==> config.mk <==
export PLATFORM = sky130hd
export DESIGN_NAME = cmc_top
export DESIGN_NICKNAME = d
export VERILOG_FILES = /design/src/verilog/cmc_pkg.sv /design/src/verilog/cmc_resync.sv /design/src/verilog/cmc_top.sv
export SDC_FILE = /design/constraint.sdc
export NUM_CORES = 1
export LEC_CHECK = 0
export BUFFER_PORTS_ARGS = -buffer_cell sky130_fd_sc_hd__buf_2
export CAP_MARGIN = 40
export CORE_MARGIN = 2
export CORE_UTILIZATION = 53
export DETAILED_ROUTE_END_ITERATION = 12
export PLACE_DENSITY = 0.77
export SLEW_MARGIN = 30
export SYNTH_ARGS = -nofsm -noshare
export SYNTH_HDL_FRONTEND = slang
export SYNTH_SLANG_ARGS = --single-unit
==> constraint.sdc <==
create_clock -name CLK_SYS -period 2 [get_ports CLK_SYS]
set_input_delay 0.2 -clock CLK_SYS [delete_from_list [all_inputs] [get_ports CLK_SYS]]
set_output_delay 0.2 -clock CLK_SYS [all_outputs]
set_load 0.03 [all_outputs]
==> src/verilog/cmc_pkg.sv <==
package cmc_pkg;

   // Register byte offsets on the APB side
   localparam logic [7:0] OFF_CTL0  = 8'h00;
   localparam logic [7:0] OFF_CTL1  = 8'h04;
   localparam logic [7:0] OFF_RFLG  = 8'h08;
   localparam logic [7:0] OFF_RIER  = 8'h0c;
   localparam logic [7:0] OFF_TFLG  = 8'h10;
   localparam logic [7:0] OFF_TIER  = 8'h14;
   localparam logic [7:0] OFF_TARQ  = 8'h18;
   localparam logic [7:0] OFF_TAAK  = 8'h1c;
   localparam logic [7:0] OFF_TBSEL = 8'h20;
   localparam logic [7:0] OFF_BTR0  = 8'h24;
   localparam logic [7:0] OFF_BTR1  = 8'h28;
   localparam logic [7:0] OFF_IDAC  = 8'h2c;
   localparam logic [7:0] OFF_IDAR0 = 8'h30;
   localparam logic [7:0] OFF_IDMR0 = 8'h50;
   localparam logic [7:0] OFF_ERR   = 8'h70;

   // Field positions
   localparam int CTL0_INIT_REQ  = 0;
   localparam int CTL0_SLEEP_REQ = 1;
   localparam int CTL0_WAKE_EN   = 2;
   localparam int CTL0_SYNCED    = 4;
   localparam int CTL0_STOP_WAIT = 5;
   localparam int CTL0_RX_ACT    = 6;
   localparam int CTL1_INIT_ACK  = 0;
   localparam int CTL1_SLEEP_ACK = 1;
   localparam int RFLG_WAKE_FLAG = 7;
   localparam int RFLG_RXST_LO   = 4;
   localparam int RIER_WAKE_IE   = 7;
   localparam int RIER_TXST_LO   = 2;

   // Sizes and reset values
   localparam int         NUM_TXBUF  = 3;
   localparam int         NUM_ID     = 8;
   localparam logic [7:0] RST_BYTE   = 8'h00;
   localparam logic [2:0] RST_TFLG   = 3'h7;

   // Resynchronisation counts: recessive run in bit times, bus-off in runs
   localparam logic [3:0] RECESSIVE_RUN = 4'hb;
   localparam logic [7:0] BUSOFF_RUNS   = 8'h80;

   // Status from the protocol engine
   typedef struct packed {
      logic       rx_busy;
      logic       bus_off;
      logic [1:0] tx_state;
      logic [1:0] rx_state;
      logic [7:0] tec;
      logic [7:0] rec;
   } cmc_eng_status_t;

   // Operating modes
   typedef enum logic [3:0] {
      ST_NORMAL = 4'b0001,
      ST_SLEEP  = 4'b0010,
      ST_INIT   = 4'b0100,
      ST_RESYNC = 4'b1000
   } cmc_mode_t;

   // Address match of one register word
   function automatic logic cmc_hit(input logic [7:0] addr, input logic [7:0] off);
      return addr == off;
   endfunction : cmc_hit

endpackage : cmc_pkg

==> src/verilog/cmc_resync.sv <==
module cmc_resync
   import cmc_pkg::*;
(
   // Clock and reset
   input  wire logic clk,
   input  wire logic rst_n,
   // Control
   input  wire logic start,
   input  wire logic bit_tick,
   input  wire logic rx_bit,
   input  wire logic bus_off,
   // Result
   output logic      done
);

   logic [3:0] run_r;
   logic [7:0] occ_r;
   logic       done_r;

   assign done = done_r;

   // Count runs of recessive bits; a dominant bit restarts the run
   always_ff @(posedge clk or negedge rst_n) begin
      if (!rst_n) begin
         run_r  <= 4'h0;
         occ_r  <= 8'h00;
         done_r <= 1'b0;
      end else if (start) begin
         run_r  <= 4'h0;
         occ_r  <= 8'h00;
         done_r <= 1'b0;
      end else if (bit_tick && !done_r) begin
         if (!rx_bit) begin
            run_r <= 4'h0;
         end else if (run_r == RECESSIVE_RUN - 4'h1) begin
            run_r <= 4'h0;
            occ_r <= occ_r + 8'h01;
            // Bus-off needs many runs before rejoining the bus
            if (!bus_off || (occ_r == BUSOFF_RUNS - 8'h01)) begin
               done_r <= 1'b1;
            end
         end else begin
            run_r <= run_r + 4'h1;
         end
      end
   end

endmodule : cmc_resync

==> src/verilog/cmc_top.sv <==
// Functional notes
// - Wake enable lets bus traffic end sleep
// - Sleep entered only when bus idle
// - Sleep acknowledge set on sleep entry
// - Sleep request refused while wake flag set
// - Sleep ends by CPU clear or wake
// - Init request enters init at once, aborting
// - Init acknowledge set on init entry
// - Init entry resets status and tx registers
// - Init keeps wake, sleep, init request bits
// - Tx and rx state fields survive init; in RIER only the tx state field does
// - Config writes only while init acknowledged
// - Error counters survive init entry, exit
// - Resync after 11 recessive, bus-off 128 times
// - Sleep request clear ignored until acknowledged
// - Init request clear ignored until acknowledged
// - Tx pin recessive at init request
// - Tx pin recessive in stop, wait (wait only when stop-in-wait is set)
//
// The address map and the APB register port were left to the implementer.
module cmc_top (
   // Clock and reset
   input  wire logic                     CLK_SYS,
   input  wire logic                     RST_N,
   // APB slave
   input  wire logic                     PSEL,
   input  wire logic                     PENABLE,
   input  wire logic                     PWRITE,
   input  wire logic [7:0]               PADDR,
   input  wire logic [31:0]              PWDATA,
   output logic      [31:0]              PRDATA,
   output logic                          PREADY,
   output logic                          PSLVERR,
   // Protocol engine side
   input  wire logic                     BIT_TICK,
   input  wire logic                     ENG_TX_BIT,
   input  wire cmc_pkg::cmc_eng_status_t ENG_STATUS,
   input  wire logic [2:0]               TX_DONE,
   input  wire logic [2:0]               ABORT_ACK,
   output logic                          ENG_RUN,
   output logic                          ENG_ABORT,
   output logic      [2:0]               ABORT_REQ,
   output logic      [15:0]              BIT_TIMING,
   // CPU low-power state
   input  wire logic                     CPU_STOP,
   input  wire logic                     CPU_WAIT,
   // CAN pins
   input  wire logic                     CAN_RX,
   output logic                          CAN_TX
);
   import cmc_pkg::*;

   cmc_mode_t  mode_r, mode_nxt;
   logic       init_req_r, init_req_nxt;
   logic       sleep_req_r, sleep_req_nxt;
   logic       wake_en_r, stop_wait_r, wake_armed_r;
   logic       wake_flag_r;
   logic [2:0] rflg_misc_r;
   logic [1:0] rx_state_r, tx_state_r;
   logic       wake_ie_r;
   logic [1:0] txst_ie_r;
   logic [4:0] rier_misc_r;
   logic [2:0] tflg_r, tier_r, tarq_r, taak_r;
   logic [2:0] tbsel_r;
   logic [7:0] btr0_r, btr1_r, idac_r;
   logic [7:0] idar_r [NUM_ID];
   logic [7:0] idmr_r [NUM_ID];
   logic [31:0] prdata_r, rd_nxt;
   logic       tx_r;
   logic       wr, hit, init_ack, sleep_ack, cfg_open, bus_idle;
   logic       init_entry, sleep_entry, wake_evt, resync_done;
   logic [7:0] wd;

   assign wd        = PWDATA[7:0];
   assign wr        = PSEL && PENABLE && PWRITE;
   assign init_ack  = (mode_r == ST_INIT);
   assign sleep_ack = (mode_r == ST_SLEEP);
   assign cfg_open  = init_req_r && init_ack;
   // Idle: nothing arriving and every transmit buffer empty
   assign bus_idle  = !ENG_STATUS.rx_busy && (tflg_r == RST_TFLG);
   // Dominant level while asleep counts as bus activity
   assign wake_evt  = sleep_ack && wake_armed_r && !CAN_RX;

   // Request bits: refused sets and premature clears are dropped
   always_comb begin
      init_req_nxt  = init_req_r;
      sleep_req_nxt = sleep_req_r;
      if (wr && cmc_hit(PADDR, OFF_CTL0)) begin
         if (wd[CTL0_INIT_REQ] || init_ack) begin
            init_req_nxt = wd[CTL0_INIT_REQ];
         end
         if (wd[CTL0_SLEEP_REQ] && !sleep_req_r && !wake_flag_r) begin
            sleep_req_nxt = 1'b1;
         end else if (!wd[CTL0_SLEEP_REQ] && sleep_ack) begin
            sleep_req_nxt = 1'b0;
         end
      end
      if (wake_evt) begin
         sleep_req_nxt = 1'b0;
      end
   end

   // Mode sequencing; an init request overrides every other mode
   always_comb begin
      case (mode_r)
         ST_NORMAL: mode_nxt = sleep_req_r && bus_idle ? ST_SLEEP : ST_NORMAL;
         ST_SLEEP:  mode_nxt = sleep_req_r ? ST_SLEEP : ST_RESYNC;
         ST_INIT:   mode_nxt = init_req_r ? ST_INIT : ST_RESYNC;
         ST_RESYNC: mode_nxt = resync_done ? ST_NORMAL : ST_RESYNC;
         default:   mode_nxt = ST_INIT;
      endcase
      if (init_req_r) begin
         mode_nxt = ST_INIT;
      end
   end

   assign init_entry  = (mode_r != ST_INIT) && (mode_nxt == ST_INIT);
   assign sleep_entry = (mode_r != ST_SLEEP) && (mode_nxt == ST_SLEEP);

   // Mode and request registers
   always_ff @(posedge CLK_SYS or negedge RST_N) begin
      if (!RST_N) begin
         mode_r      <= ST_INIT;
         init_req_r  <= 1'b1;
         sleep_req_r <= 1'b0;
      end else begin
         mode_r      <= mode_nxt;
         init_req_r  <= init_req_nxt;
         sleep_req_r <= sleep_req_nxt;
      end
   end

   // Other control bits; stop-in-wait is the only one init clears
   always_ff @(posedge CLK_SYS or negedge RST_N) begin
      if (!RST_N) begin
         wake_en_r    <= 1'b0;
         stop_wait_r  <= 1'b0;
         wake_armed_r <= 1'b0;
      end else begin
         if (wr && cmc_hit(PADDR, OFF_CTL0)) begin
            wake_en_r   <= wd[CTL0_WAKE_EN];
            stop_wait_r <= wd[CTL0_STOP_WAIT];
         end
         if (init_entry) begin
            stop_wait_r <= 1'b0;
         end
         // Wake choice frozen at sleep entry; later edits wait
         if (sleep_entry) begin
            wake_armed_r <= wake_en_r;
         end
      end
   end

   // Receiver flags: wake flag is write-one-to-clear, set wins
   always_ff @(posedge CLK_SYS or negedge RST_N) begin
      if (!RST_N) begin
         wake_flag_r <= 1'b0;
         rflg_misc_r <= 3'h0;
         rx_state_r  <= 2'h0;
         tx_state_r  <= 2'h0;
      end else begin
         // Both status fields track the engine, so init cannot clear them
         rx_state_r <= ENG_STATUS.rx_state;
         tx_state_r <= ENG_STATUS.tx_state;
         if (init_entry) begin
            wake_flag_r <= 1'b0;
            rflg_misc_r <= 3'h0;
         end else if (wake_evt) begin
            wake_flag_r <= 1'b1;
         end else if (wr && cmc_hit(PADDR, OFF_RFLG) && wd[RFLG_WAKE_FLAG]) begin
            wake_flag_r <= 1'b0;
         end
      end
   end

   // Receiver interrupt enables; the tx state field is kept
   always_ff @(posedge CLK_SYS or negedge RST_N) begin
      if (!RST_N) begin
         wake_ie_r   <= 1'b0;
         txst_ie_r   <= 2'h0;
         rier_misc_r <= 5'h00;
      end else if (init_entry) begin
         wake_ie_r   <= 1'b0;
         rier_misc_r <= 5'h00;
      end else if (wr && cmc_hit(PADDR, OFF_RIER)) begin
         wake_ie_r   <= wd[RIER_WAKE_IE];
         txst_ie_r   <= wd[RIER_TXST_LO +: 2];
         rier_misc_r <= {wd[6:4], wd[1:0]};
      end
   end

   // Transmit buffers: cpu queues by writing one, engine frees
   always_ff @(posedge CLK_SYS or negedge RST_N) begin
      if (!RST_N) begin
         tflg_r  <= RST_TFLG;
         tier_r  <= 3'h0;
         tarq_r  <= 3'h0;
         taak_r  <= 3'h0;
         tbsel_r <= 3'h0;
      end else if (init_entry) begin
         tflg_r  <= RST_TFLG;
         tier_r  <= 3'h0;
         tarq_r  <= 3'h0;
         taak_r  <= 3'h0;
         tbsel_r <= 3'h0;
      end else begin
         // Freeing in the same cycle as a queue write wins
         tflg_r <= (tflg_r & ~((wr && cmc_hit(PADDR, OFF_TFLG)) ? wd[2:0] : 3'h0))
                   | TX_DONE | ABORT_ACK;
         taak_r <= (taak_r & ~((wr && cmc_hit(PADDR, OFF_TFLG)) ? wd[2:0] : 3'h0))
                   | ABORT_ACK;
         if (wr && cmc_hit(PADDR, OFF_TARQ)) begin
            tarq_r <= (wd[2:0] & ~tflg_r) & ~ABORT_ACK;
         end else begin
            tarq_r <= tarq_r & ~ABORT_ACK & ~tflg_r;
         end
         if (wr && cmc_hit(PADDR, OFF_TIER)) begin
            tier_r <= wd[2:0];
         end
         if (wr && cmc_hit(PADDR, OFF_TBSEL)) begin
            tbsel_r <= wd[2:0];
         end
      end
   end

   // Configuration, locked unless init is requested and acknowledged
   always_ff @(posedge CLK_SYS or negedge RST_N) begin
      if (!RST_N) begin
         btr0_r <= RST_BYTE;
         btr1_r <= RST_BYTE;
         idac_r <= RST_BYTE;
         for (int i = 0; i < NUM_ID; i++) begin
            idar_r[i] <= RST_BYTE;
            idmr_r[i] <= RST_BYTE;
         end
      end else if (wr && cfg_open) begin
         if (cmc_hit(PADDR, OFF_BTR0)) btr0_r <= wd;
         if (cmc_hit(PADDR, OFF_BTR1)) btr1_r <= wd;
         if (cmc_hit(PADDR, OFF_IDAC)) idac_r <= wd;
         for (int i = 0; i < NUM_ID; i++) begin
            if (cmc_hit(PADDR, OFF_IDAR0 + 8'(4 * i))) idar_r[i] <= wd;
            if (cmc_hit(PADDR, OFF_IDMR0 + 8'(4 * i))) idmr_r[i] <= wd;
         end
      end
   end

   // Read decode; error counters come straight from the engine
   always_comb begin
      rd_nxt = 32'h0000_0000;
      hit    = 1'b1;
      case (PADDR)
         OFF_CTL0:  rd_nxt[7:0] = {1'b0, ENG_STATUS.rx_busy, stop_wait_r, mode_r == ST_NORMAL,
                                   1'b0, wake_en_r, sleep_req_r, init_req_r};
         OFF_CTL1:  rd_nxt[7:0] = {6'h00, sleep_ack, init_ack};
         OFF_RFLG:  rd_nxt[7:0] = {wake_flag_r, rflg_misc_r[2], rx_state_r, tx_state_r,
                                   rflg_misc_r[1:0]};
         OFF_RIER:  rd_nxt[7:0] = {wake_ie_r, rier_misc_r[4:2], txst_ie_r, rier_misc_r[1:0]};
         OFF_TFLG:  rd_nxt[2:0] = tflg_r;
         OFF_TIER:  rd_nxt[2:0] = tier_r;
         OFF_TARQ:  rd_nxt[2:0] = tarq_r;
         OFF_TAAK:  rd_nxt[2:0] = taak_r;
         OFF_TBSEL: rd_nxt[2:0] = tbsel_r;
         OFF_BTR0:  rd_nxt[7:0] = btr0_r;
         OFF_BTR1:  rd_nxt[7:0] = btr1_r;
         OFF_IDAC:  rd_nxt[7:0] = idac_r;
         OFF_ERR:   rd_nxt[15:0] = {ENG_STATUS.tec, ENG_STATUS.rec};
         default: begin
            hit = 1'b0;
            for (int i = 0; i < NUM_ID; i++) begin
               if (cmc_hit(PADDR, OFF_IDAR0 + 8'(4 * i))) begin
                  rd_nxt[7:0] = idar_r[i];
                  hit         = 1'b1;
               end
               if (cmc_hit(PADDR, OFF_IDMR0 + 8'(4 * i))) begin
                  rd_nxt[7:0] = idmr_r[i];
                  hit         = 1'b1;
               end
            end
         end
      endcase
   end

   // Read data is captured in the setup cycle, so no wait state
   always_ff @(posedge CLK_SYS or negedge RST_N) begin
      if (!RST_N) begin
         prdata_r <= 32'h0000_0000;
      end else if (PSEL && !PENABLE) begin
         prdata_r <= PWRITE ? 32'h0000_0000 : rd_nxt;
      end
   end

   assign PRDATA  = prdata_r;
   assign PREADY  = 1'b1;
   assign PSLVERR = PSEL && PENABLE && !hit;

   // Transmit pin follows the engine only when fully online
   always_ff @(posedge CLK_SYS or negedge RST_N) begin
      if (!RST_N) begin
         tx_r <= 1'b1;
      end else if (init_req_nxt || init_req_r) begin
         tx_r <= 1'b1;
      end else if (CPU_STOP || (CPU_WAIT && stop_wait_r)) begin
         tx_r <= 1'b1;
      end else begin
         tx_r <= (mode_r == ST_NORMAL) ? ENG_TX_BIT : 1'b1;
      end
   end

   assign CAN_TX     = tx_r;
   assign ENG_RUN    = (mode_r == ST_NORMAL);
   assign ENG_ABORT  = init_ack;
   assign ABORT_REQ  = tarq_r;
   assign BIT_TIMING = {btr1_r, btr0_r};

   // Rejoin the bus after recessive runs; restarted on every resync
   cmc_resync u_resync (
      .clk      (CLK_SYS),
      .rst_n    (RST_N),
      .start    (mode_r != ST_RESYNC),
      .bit_tick (BIT_TICK),
      .rx_bit   (CAN_RX),
      .bus_off  (ENG_STATUS.bus_off),
      .done     (resync_done)
   );

endmodule : cmc_top
==> results of run 1 <==
## kinds of logic after synthesis
logic type,count (synthesis)
compound gates,207
xor+xnor,8
buf+inv,85
simple gates,232
other cells,2
mux,184
flops,219
fa+ha+maj,3
## how the worst max path moves through the flow
stage / from / to / cells after the start
floorplan: mode_r[0] / idar_r[40] / 7
global placement: PADDR[1] / PRDATA[3] / 9
detailed placement: PADDR[1] / PRDATA[3] / 9
CTS: mode_r[2] / idac_r[6] / 7
global route: mode_r[1] / tflg_r[2] / 7
finish: mode_r[1] / tflg_r[2] / 7
## Yosys cell counts, drive strengths merged, types with 6 or more instances
master and instances:
dfrtp 213, mux2 160, nor2 63, nand2 53, o21ai 50, buf 47
a21oi 32, nand3 31, clkbuf 27, a22oi 23, mux2i 23, nor3 21
a22o 14, o22ai 12, inv 11, nand2b 9, o211ai 9, a32oi 8
a211oi 7, a222oi 7, nor4 7, xor2 7, dfstp 6, nand4 6
## worst max-delay path, stage by stage (launching register included)
cell and delay (ps):
sky130_fd_sc_hd__dfrtp_1 400, sky130_fd_sc_hd__buf_4 170, sky130_fd_sc_hd__o21ai_0 240, sky130_fd_sc_hd__o211ai_1 160, sky130_fd_sc_hd__a21o_4 260, sky130_fd_sc_hd__and2_4 170
sky130_fd_sc_hd__buf_4 160, sky130_fd_sc_hd__a2111o_1 400
## power by group through the flow
stage / clock network, mW / logic (mW) / registers (mW)
after floorplan: 0 / 0.586 / 4.62
after global placement: 0 / 1.08 / 4.62
after detailed placement: 0 / 1.10 / 4.63
after CTS: 4.42 / 1.16 / 4.55
after global routing: 4.59 / 1.34 / 4.55
final: 4.38 / 1.25 / 4.55
## stage by stage
step	TNS, ps	hold WS (ps)	cell area, µm²
3_5_place_dp	-11810	104.7	12770
3_3_place_gp	-9242	106.9	12770
2_1_floorplan	-332.7	-95.59	11080
6_report	-125.6	35.26	13970
5_1_grt	-635.9	47.23	13970
4_1_cts	0	33.00	13770
## what timing repair did
action | CTS | global route
pin swaps | 0 | 11
hold endpoints to repair | 237 | 0
setup buffers | 0 | 5
resized for setup | 4 | 35
hold buffers | 21 | 0
endpoints found under the setup margin | 3 | 81
cloned | 0 | 1
## per-layer routing
layer | vias up | part of all wire [%] | GRT usage, %
li1 | 3971 | - | -
met1 | 4546 | 40 | 40.50
met2 | 452 | 47 | 49.72
met3 | 109 | 7.6 | 4.198
met4 | 0 | 4.8 | 13.46
met5 | - | 0 | 0
## flip-flops by register name, summed over array words and instances (netlist names), 3 cells and up
| signal | flops |
|---|---|
| idmr_r | 64 |
| taak_r | 3 |
| PRDATA | 16 |
| idar_r | 64 |
| u_resync.run_r | 4 |
| rier_misc_r | 5 |
| tbsel_r | 3 |
| mode_r | 4 |
| tier_r | 3 |
| idac_r | 8 |
| tflg_r | 3 |
| btr0_r | 8 |
| btr1_r | 8 |
| u_resync.occ_r | 8 |
| ABORT_REQ | 3 |
## area by class of cell
| class | instances | area (µm²) | area share (%) |
|---|---|---|---|
| well taps | 270 | 337.8 | 2.418 |
| inverters | 11 | 43.79 | 0.3135 |
| repair buffers | 272 | 2086 | 14.93 |
| multi-input cells | 651 | 5238 | 37.49 |
| clock buffers | 37 | 730.7 | 5.230 |
| flip-flops and latches | 219 | 5488 | 39.28 |
| clock inverters | 4 | 47.55 | 0.3403 |
==> metrics.log, run 1 <==
INFO  metric run_status = finished, violations left
INFO  metric failed_checks = negative setup slack
INFO  metric power.density_cell_area = 728.9 nW/µm²
INFO  metric critPathKind = flip-flop to flip-flop
INFO  metric drt.antenna.violating_nets = 0
INFO  metric dpl.hpwl = 23410 µm
INFO  metric cts.sinks = 219
INFO  metric placedCellCount = 1396
INFO  metric muxShareOfSynthArea = 18.76%
INFO  metric regToRegSetupSlack = -60 ps
INFO  metric instances_no_fill = 1464
INFO  metric detailedRoute.firstPassIterationCount = 6
INFO  metric boundaryPins = 134
INFO  metric cell_types_occupying_the_most_area_after_synthesis = sky130_fd_sc_hd__dfrtp_1, sky130_fd_sc_hd__mux2_2, sky130_fd_sc_hd__mux2i_1, sky130_fd_sc_hd__o21ai_0, sky130_fd_sc_hd__nand2_1
INFO  metric sequentialPowerShare = 44.7%
INFO  metric reg2reg_depth = 7
INFO  metric final_max_slew_viol_count = 0
INFO  metric area_delta_synth_final = 27.57%
INFO  metric worstReg2RegEnd = tflg_r[2]
INFO  metric dominant_combinational_cell_family_by_area_after_synthesis = multiplexers
INFO  metric grt_setup_unrepaired = true
INFO  metric grt_overflow_total = 0
INFO  metric antenna_found_initial = 1
INFO  metric finish.utilization = 69.05%
INFO  metric n_fill_cell = 1440
INFO  metric post_synth_instance_area = 10950 µm²
INFO  metric register_bit_count_reported_by_yosys = 219
INFO  metric worst_pin_slew = 567.1 ps
INFO  metric total_number_of_vias = 9078
INFO  metric clock_tree_from_tritoncts = yes
INFO  metric finalWirelength = 33290 µm
INFO  metric worst_ep_arrival_time = 2500 ps
INFO  metric compound_gate_fraction_of_synth_area = 13.20%
INFO  metric detail_route.vias_per_cell = 6.201
INFO  metric post_route_cells_drive_above_1_share = 42.71%
INFO  metric start_util = 54.12%
INFO  metric synth-warning-count = 0
INFO  metric ys_seq_area_share = 50.11%
INFO  metric holdCritPathClass = input port to flip-flop
INFO  metric grt_pass1_vias = 9281
INFO  metric pin_count_of_the_biggest_net_entering_global_routing = 67
INFO  metric critical_path.startpoint_type = flip-flop
INFO  metric synth_cell_type_count = 77
INFO  metric required_arrival_time_at_the_worst_endpoint = 2440 ps
INFO  metric fin_skew = 9.534 ps
INFO  metric clock_latency = 530 ps
INFO  metric report.final.hold_viol_count = 0
INFO  metric finalWorstSetupSlack = -57.29 ps
INFO  metric num-nets-final = 1260
INFO  metric drc_errors = 0
INFO  metric hold_path_end = wake_flag_r
INFO  metric n_antenna_cell = 0
INFO  metric timing.critical_path.fanout_max = 8
INFO  metric power.internal = 7.573 mW
INFO  metric final_min_period_over_clock_period = 102.9%
INFO  metric grt_first_pass_wirelength = 51430 µm
INFO  metric ys_dominant_reg_cell = sky130_fd_sc_hd__dfrtp_1
INFO  metric edff_count_synth = 0
INFO  metric cts.path.max_buffers = 3
INFO  metric final_cell_mix = sky130_fd_sc_hd__dfrtp_1, sky130_fd_sc_hd__mux2_2, sky130_fd_sc_hd__buf_4
INFO  metric final_common_cell = sky130_fd_sc_hd__dfrtp_1
INFO  metric syn_inst = 940
INFO  metric worst_setup_path_end_kind = flip-flop
INFO  metric power.clock.fraction = 43.0%
INFO  metric cts.clk_slew.worst_paths = 60 ps
INFO  metric core_area = 20230 µm²
INFO  metric dieArea = 21830 µm²
INFO  metric netlist.area_leader.share = 48.67%
INFO  metric power.switching = 2.611 mW
INFO  metric max-cap-violations = 0
INFO  metric dpl_worst_slack = -317.9 ps
INFO  metric track_usage = 30.31%
INFO  metric dieHeight = 147.8 µm
INFO  metric comb_power_share = 12.3%
INFO  metric htreeDepth = 1
INFO  metric final_period_minus_worst_setup_slack = 2057 ps
INFO  metric rows = 52
INFO  metric port_buffers = 92
INFO  metric finalWeightedCongestion = 0.9599
INFO  metric timing.hold.worst.start = CAN_RX
INFO  metric root_buffer = sky130_fd_sc_hd__clkbuf_16
INFO  metric initialDrtViolationCount = 775
INFO  metric holdPathStages = 3
INFO  metric netSwitchingFraction = 25.64%
INFO  metric slew_headroom = 62.19%
INFO  metric cellLeakagePower = 6.680 nW
INFO  metric yosys.area_share.xor_xnor = 0.6398%
INFO  metric finalSetupViolCount = 3
INFO  metric syn_area_per_cell = 11.65 µm²
INFO  metric yosys.area_share.simple = 12.77%
INFO  metric synth_fa_ha_area_share = 0.3427%
INFO  metric wl_per_cell = 22.74 µm
INFO  metric fin_total_pwr = 10.18 mW
INFO  metric netlist.top_cell.by_area = sky130_fd_sc_hd__dfrtp_1
INFO  metric ir_drop = 0.7248 mV
INFO  metric achievable-frequency = 486.1 MHz
INFO  metric total_clock_buffers_created_by_cts = 24
INFO  metric synth-async-reset-ratio = 100.0%
INFO  metric r2r_start = mode_r[1]
INFO  metric die-width = 147.8 µm
(Power assumes the default switching activity.)
==> run 2, diff against run 1 <==
--- a/config.mk
+++ b/config.mk
@@ -10,8 +10,9 @@
 export CORE_MARGIN = 2
 export CORE_UTILIZATION = 53
 export DETAILED_ROUTE_END_ITERATION = 12
-export PLACE_DENSITY = 0.77
+export PLACE_DENSITY = 0.76
 export SLEW_MARGIN = 30
 export SYNTH_ARGS = -nofsm -noshare
 export SYNTH_HDL_FRONTEND = slang
+export SYNTH_HIERARCHICAL = 1
 export SYNTH_SLANG_ARGS = --single-unit
==> metrics.log, run 2 <==
INFO  metric reg2reg_depth = 6 (-1)
INFO  metric register_bit_count_reported_by_yosys = 219 (unchanged)
INFO  metric finalWeightedCongestion = 1.002 (+4.4%)
INFO  metric instances_no_fill = 1583 (+8.1%)
INFO  metric drc_errors = 0 (unchanged)
INFO  metric timing.hold.worst.start = ENG_STATUS[20]
INFO  metric finalWirelength = 37420 µm (+12%)
INFO  metric cts.clk_slew.worst_paths = 60 ps (about the same)
INFO  metric grt_overflow_total = 0 (unchanged)
INFO  metric syn_area_per_cell = 11.05 µm² (-5.2%)
INFO  metric cts.sinks = 219 (unchanged)
INFO  metric run_status = finished, violations left
INFO  metric timing.critical_path.fanout_max = 14 (+6)
INFO  metric clock_latency = 530 ps (about the same)
INFO  metric port_buffers = 92 (unchanged)
INFO  metric core_area = 21020 µm² (+3.9%)
INFO  metric storage_cell_area = 5489 µm² (about the same)
INFO  metric failed_checks = negative setup slack
INFO  metric track_usage = 32.49% (+2.2 points)
INFO  metric critical_path.startpoint = mode_r[2]
INFO  metric num-nets-final = 1371 (+8.8%)
INFO  metric r2r_start = mode_r[2]
INFO  metric cellLeakagePower = 7.166 nW (+7.3%)
INFO  metric root_buffer = sky130_fd_sc_hd__clkbuf_16
INFO  metric dieArea = 22660 µm² (+3.8%)
INFO  metric max-cap-violations = 0 (unchanged)
INFO  metric synth-warning-count = 6 (+6)
INFO  metric pin_count_of_the_biggest_net_entering_global_routing = 62 (-7.5%)
INFO  metric holdCritPathClass = input port to flip-flop
INFO  metric post_route_cells_drive_above_1_share = 41.59% (-1.1 points)
INFO  metric finalWorstSetupSlack = -130.3 ps (-73.05 ps)
INFO  metric setup_tns = -6510 ps (-6384 ps)
INFO  metric final_period_minus_worst_setup_slack = 2130 ps (+73.05 ps)
INFO  metric cts.path.max_buffers = 3 (unchanged)
INFO  metric stdcell_area = 14760 µm² (+5.6%)
INFO  metric required_arrival_time_at_the_worst_endpoint = 2400 ps (-40 ps)
INFO  metric initialDrtViolationCount = 849 (+9.5%)
INFO  metric netlist.area_leader.share = 46.83% (-1.8 points)
INFO  metric grt_setup_unrepaired = true
INFO  metric placedCellCount = 1510 (+8.2%)
INFO  metric worst_pin_slew = 746.3 ps (+179.1 ps)
INFO  metric ir_drop = 0.7419 mV (+2.4%)
INFO  metric cell_types_occupying_the_most_area_after_synthesis = sky130_fd_sc_hd__dfrtp_1, sky130_fd_sc_hd__mux2_2, sky130_fd_sc_hd__a21oi_1, sky130_fd_sc_hd__o21ai_0, sky130_fd_sc_hd__nand2_1
INFO  metric ys_dominant_reg_cell = sky130_fd_sc_hd__dfrtp_1
INFO  metric post_synth_instance_area = 11380 µm² (+3.9%)
INFO  metric slew_headroom = 50.25% (-12 points)
INFO  metric final_max_slew_viol_count = 0 (unchanged)
INFO  metric rows = 53 (+1.9%)
INFO  metric worstReg2RegEnd = idmr_r[56]
INFO  metric detail_route.vias_per_cell = 6.306 (+1.7%)
INFO  metric total_clock_buffers_created_by_cts = 24 (unchanged)
INFO  metric boundaryPins = 134 (unchanged)
INFO  metric start_util = 54.15% (about the same)
INFO  metric detailedRoute.firstPassIterationCount = 6 (unchanged)
INFO  metric detailed_place.area = 13440 µm² (+5.2%)
INFO  metric final_min_period_over_clock_period = 106.5% (+3.7 points)
INFO  metric multi_input_area = 5764 µm² (+10%)
INFO  metric worst_ep_arrival_time = 2530 ps (+30 ps)
INFO  metric wl_per_cell = 23.64 µm (+3.9%)
INFO  metric clock_tree_from_tritoncts = yes
INFO  metric regToRegSetupSlack = -130 ps (-70 ps)
INFO  metric synth_cell_type_count = 82 (+6.5%)
INFO  metric total_number_of_vias = 9983 (+10%)
INFO  metric grt_pass1_vias = 9950 (+7.2%)
INFO  metric cell_with_the_most_instances_after_synthesis = sky130_fd_sc_hd__dfrtp_1
INFO  metric worst_setup_path_end_kind = flip-flop
INFO  metric grt_first_pass_wirelength = 55790 µm (+8.5%)
INFO  metric netlist.top_cell.by_area = sky130_fd_sc_hd__dfrtp_1
INFO  metric dieHeight = 150.5 µm (+1.9%)
INFO  metric area_delta_synth_final = 29.64%
INFO  metric final_cell_mix = sky130_fd_sc_hd__dfrtp_1, sky130_fd_sc_hd__buf_4, sky130_fd_sc_hd__mux2_2
INFO  metric finalSetupViolCount = 114 (+111)
INFO  metric report.final.hold_viol_count = 0 (unchanged)
INFO  metric hold_path_end = u_resync/done
INFO  metric die-width = 150.5 µm (+1.9%)
INFO  metric n_antenna_cell = 0 (unchanged)
INFO  metric drt.antenna.violating_nets = 0 (unchanged)
INFO  metric syn_inst = 1030 (+9.6%)
INFO  metric critical_path.startpoint_type = flip-flop
INFO  metric antenna_found_initial = 1 (unchanged)
INFO  metric synth-async-reset-ratio = 100.0% (unchanged)
INFO  metric final_common_cell = sky130_fd_sc_hd__dfrtp_1
INFO  metric dpl.hpwl = 26330 µm (+12%)
INFO  metric holdPathStages = 3 (unchanged)
INFO  metric achievable-frequency = 469.4 MHz (-3.4%)
INFO  metric power.density_cell_area = 724.9 nW/µm² (-0.54%)
INFO  metric critPathKind = flip-flop to flip-flop
INFO  metric edff_count_synth = 0 (unchanged)
INFO  metric n_fill_cell = 1482 (+2.9%)
INFO  metric fin_skew = 11.83 ps (+2.298 ps)
INFO  metric htreeDepth = 1 (unchanged)
INFO  metric ys_seq_area_share = 48.21% (-1.9 points)
INFO  metric leading_cell_types_by_count_after_synthesis = sky130_fd_sc_hd__dfrtp_1, sky130_fd_sc_hd__mux2_2, sky130_fd_sc_hd__nand2_1
==> run 2: final cells by class <==
type                    count  area share (%)
clock buffers              33           4.579
clock inverters            11          0.9667
inverters                  11          0.2798
multi-input cells         731           39.07
flip-flops and latches    219           37.20
well taps                 275           2.332
repair buffers            303           15.58
==> run 2: what timing repair did <==
action,4_1_cts,5_1_grt
pin swaps,7,18
endpoints found under the setup margin,51,149
hold endpoints to repair,78,0
gates resized for setup,12,51
hold buffers,22,0
buffers inserted,3,6
==> run 2: report_power, final <==
| group | leakage [nW] | switching, mW | internal (mW) | total, mW |
|---|---|---|---|---|
| sequential | 3.02 | 0.0475 | 4.50 | 4.55 |
| combinational | 3.75 | 0.925 | 0.626 | 1.55 |
| clock | 0.397 | 1.84 | 2.76 | 4.60 |
==> run 2: per-stage QoR <==
stage	hold slack (ps)	util [%]	total power, mW	setup WS, ps
after CTS	8.605	69.17	10.65	-74.93
after global routing	12.16	70.19	10.99	-169.9
after global placement	181.3	63.92	5.994	-303.6
after detailed placement	182.0	63.92	6.017	-316.7
after floorplan	-95.59	-	5.380	-488.9
final	13.78	70.19	10.70	-130.3
==> run 2: critical path, cell delays in order, from the launching register on <==
cell                      delay, ps
sky130_fd_sc_hd__dfstp_2        530
sky130_fd_sc_hd__nor4b_4        290
sky130_fd_sc_hd__nand3_4        160
sky130_fd_sc_hd__buf_6          250
sky130_fd_sc_hd__nor3_4         280
sky130_fd_sc_hd__buf_6          150
sky130_fd_sc_hd__mux2_2         330
==> run 2: kinds of logic after synthesis <==
family	Yosys count	share of synthesized area, %
AO/OA/AOI/OAI	245	14.26
XOR/XNOR	1	0.07696
adder cells (fa/ha/maj)	3	0.3298
buffers and inverters	95	4.375
flip-flops	219	48.21
multiplexers	184	18.03
other	2	0.06598
AND/OR/NAND/NOR	281	14.65
==> run 2: layer usage <==
metal | wire [µm] | track usage, % | up-vias
met3 | 3889 | 8.030 | 121
met1 | 15040 | 43.85 | 4964
met4 | 1504 | 12.26 | 2
met5 | 13 | 0 | -
met2 | 16970 | 50.86 | 593
li1 | - | - | 4303
==> run 2: how the worst max path moves through the flow <==
stage | slack [ps] | depth (start not counted) | to
floorplan | -490 | 6 | btr0_r[3]
global placement | -300 | 9 | PRDATA[0]
detailed placement | -320 | 9 | PRDATA[0]
CTS | -70 | 6 | idar_r[23]
global route | -170 | 6 | idmr_r[21]
finish | -130 | 6 | idmr_r[56]
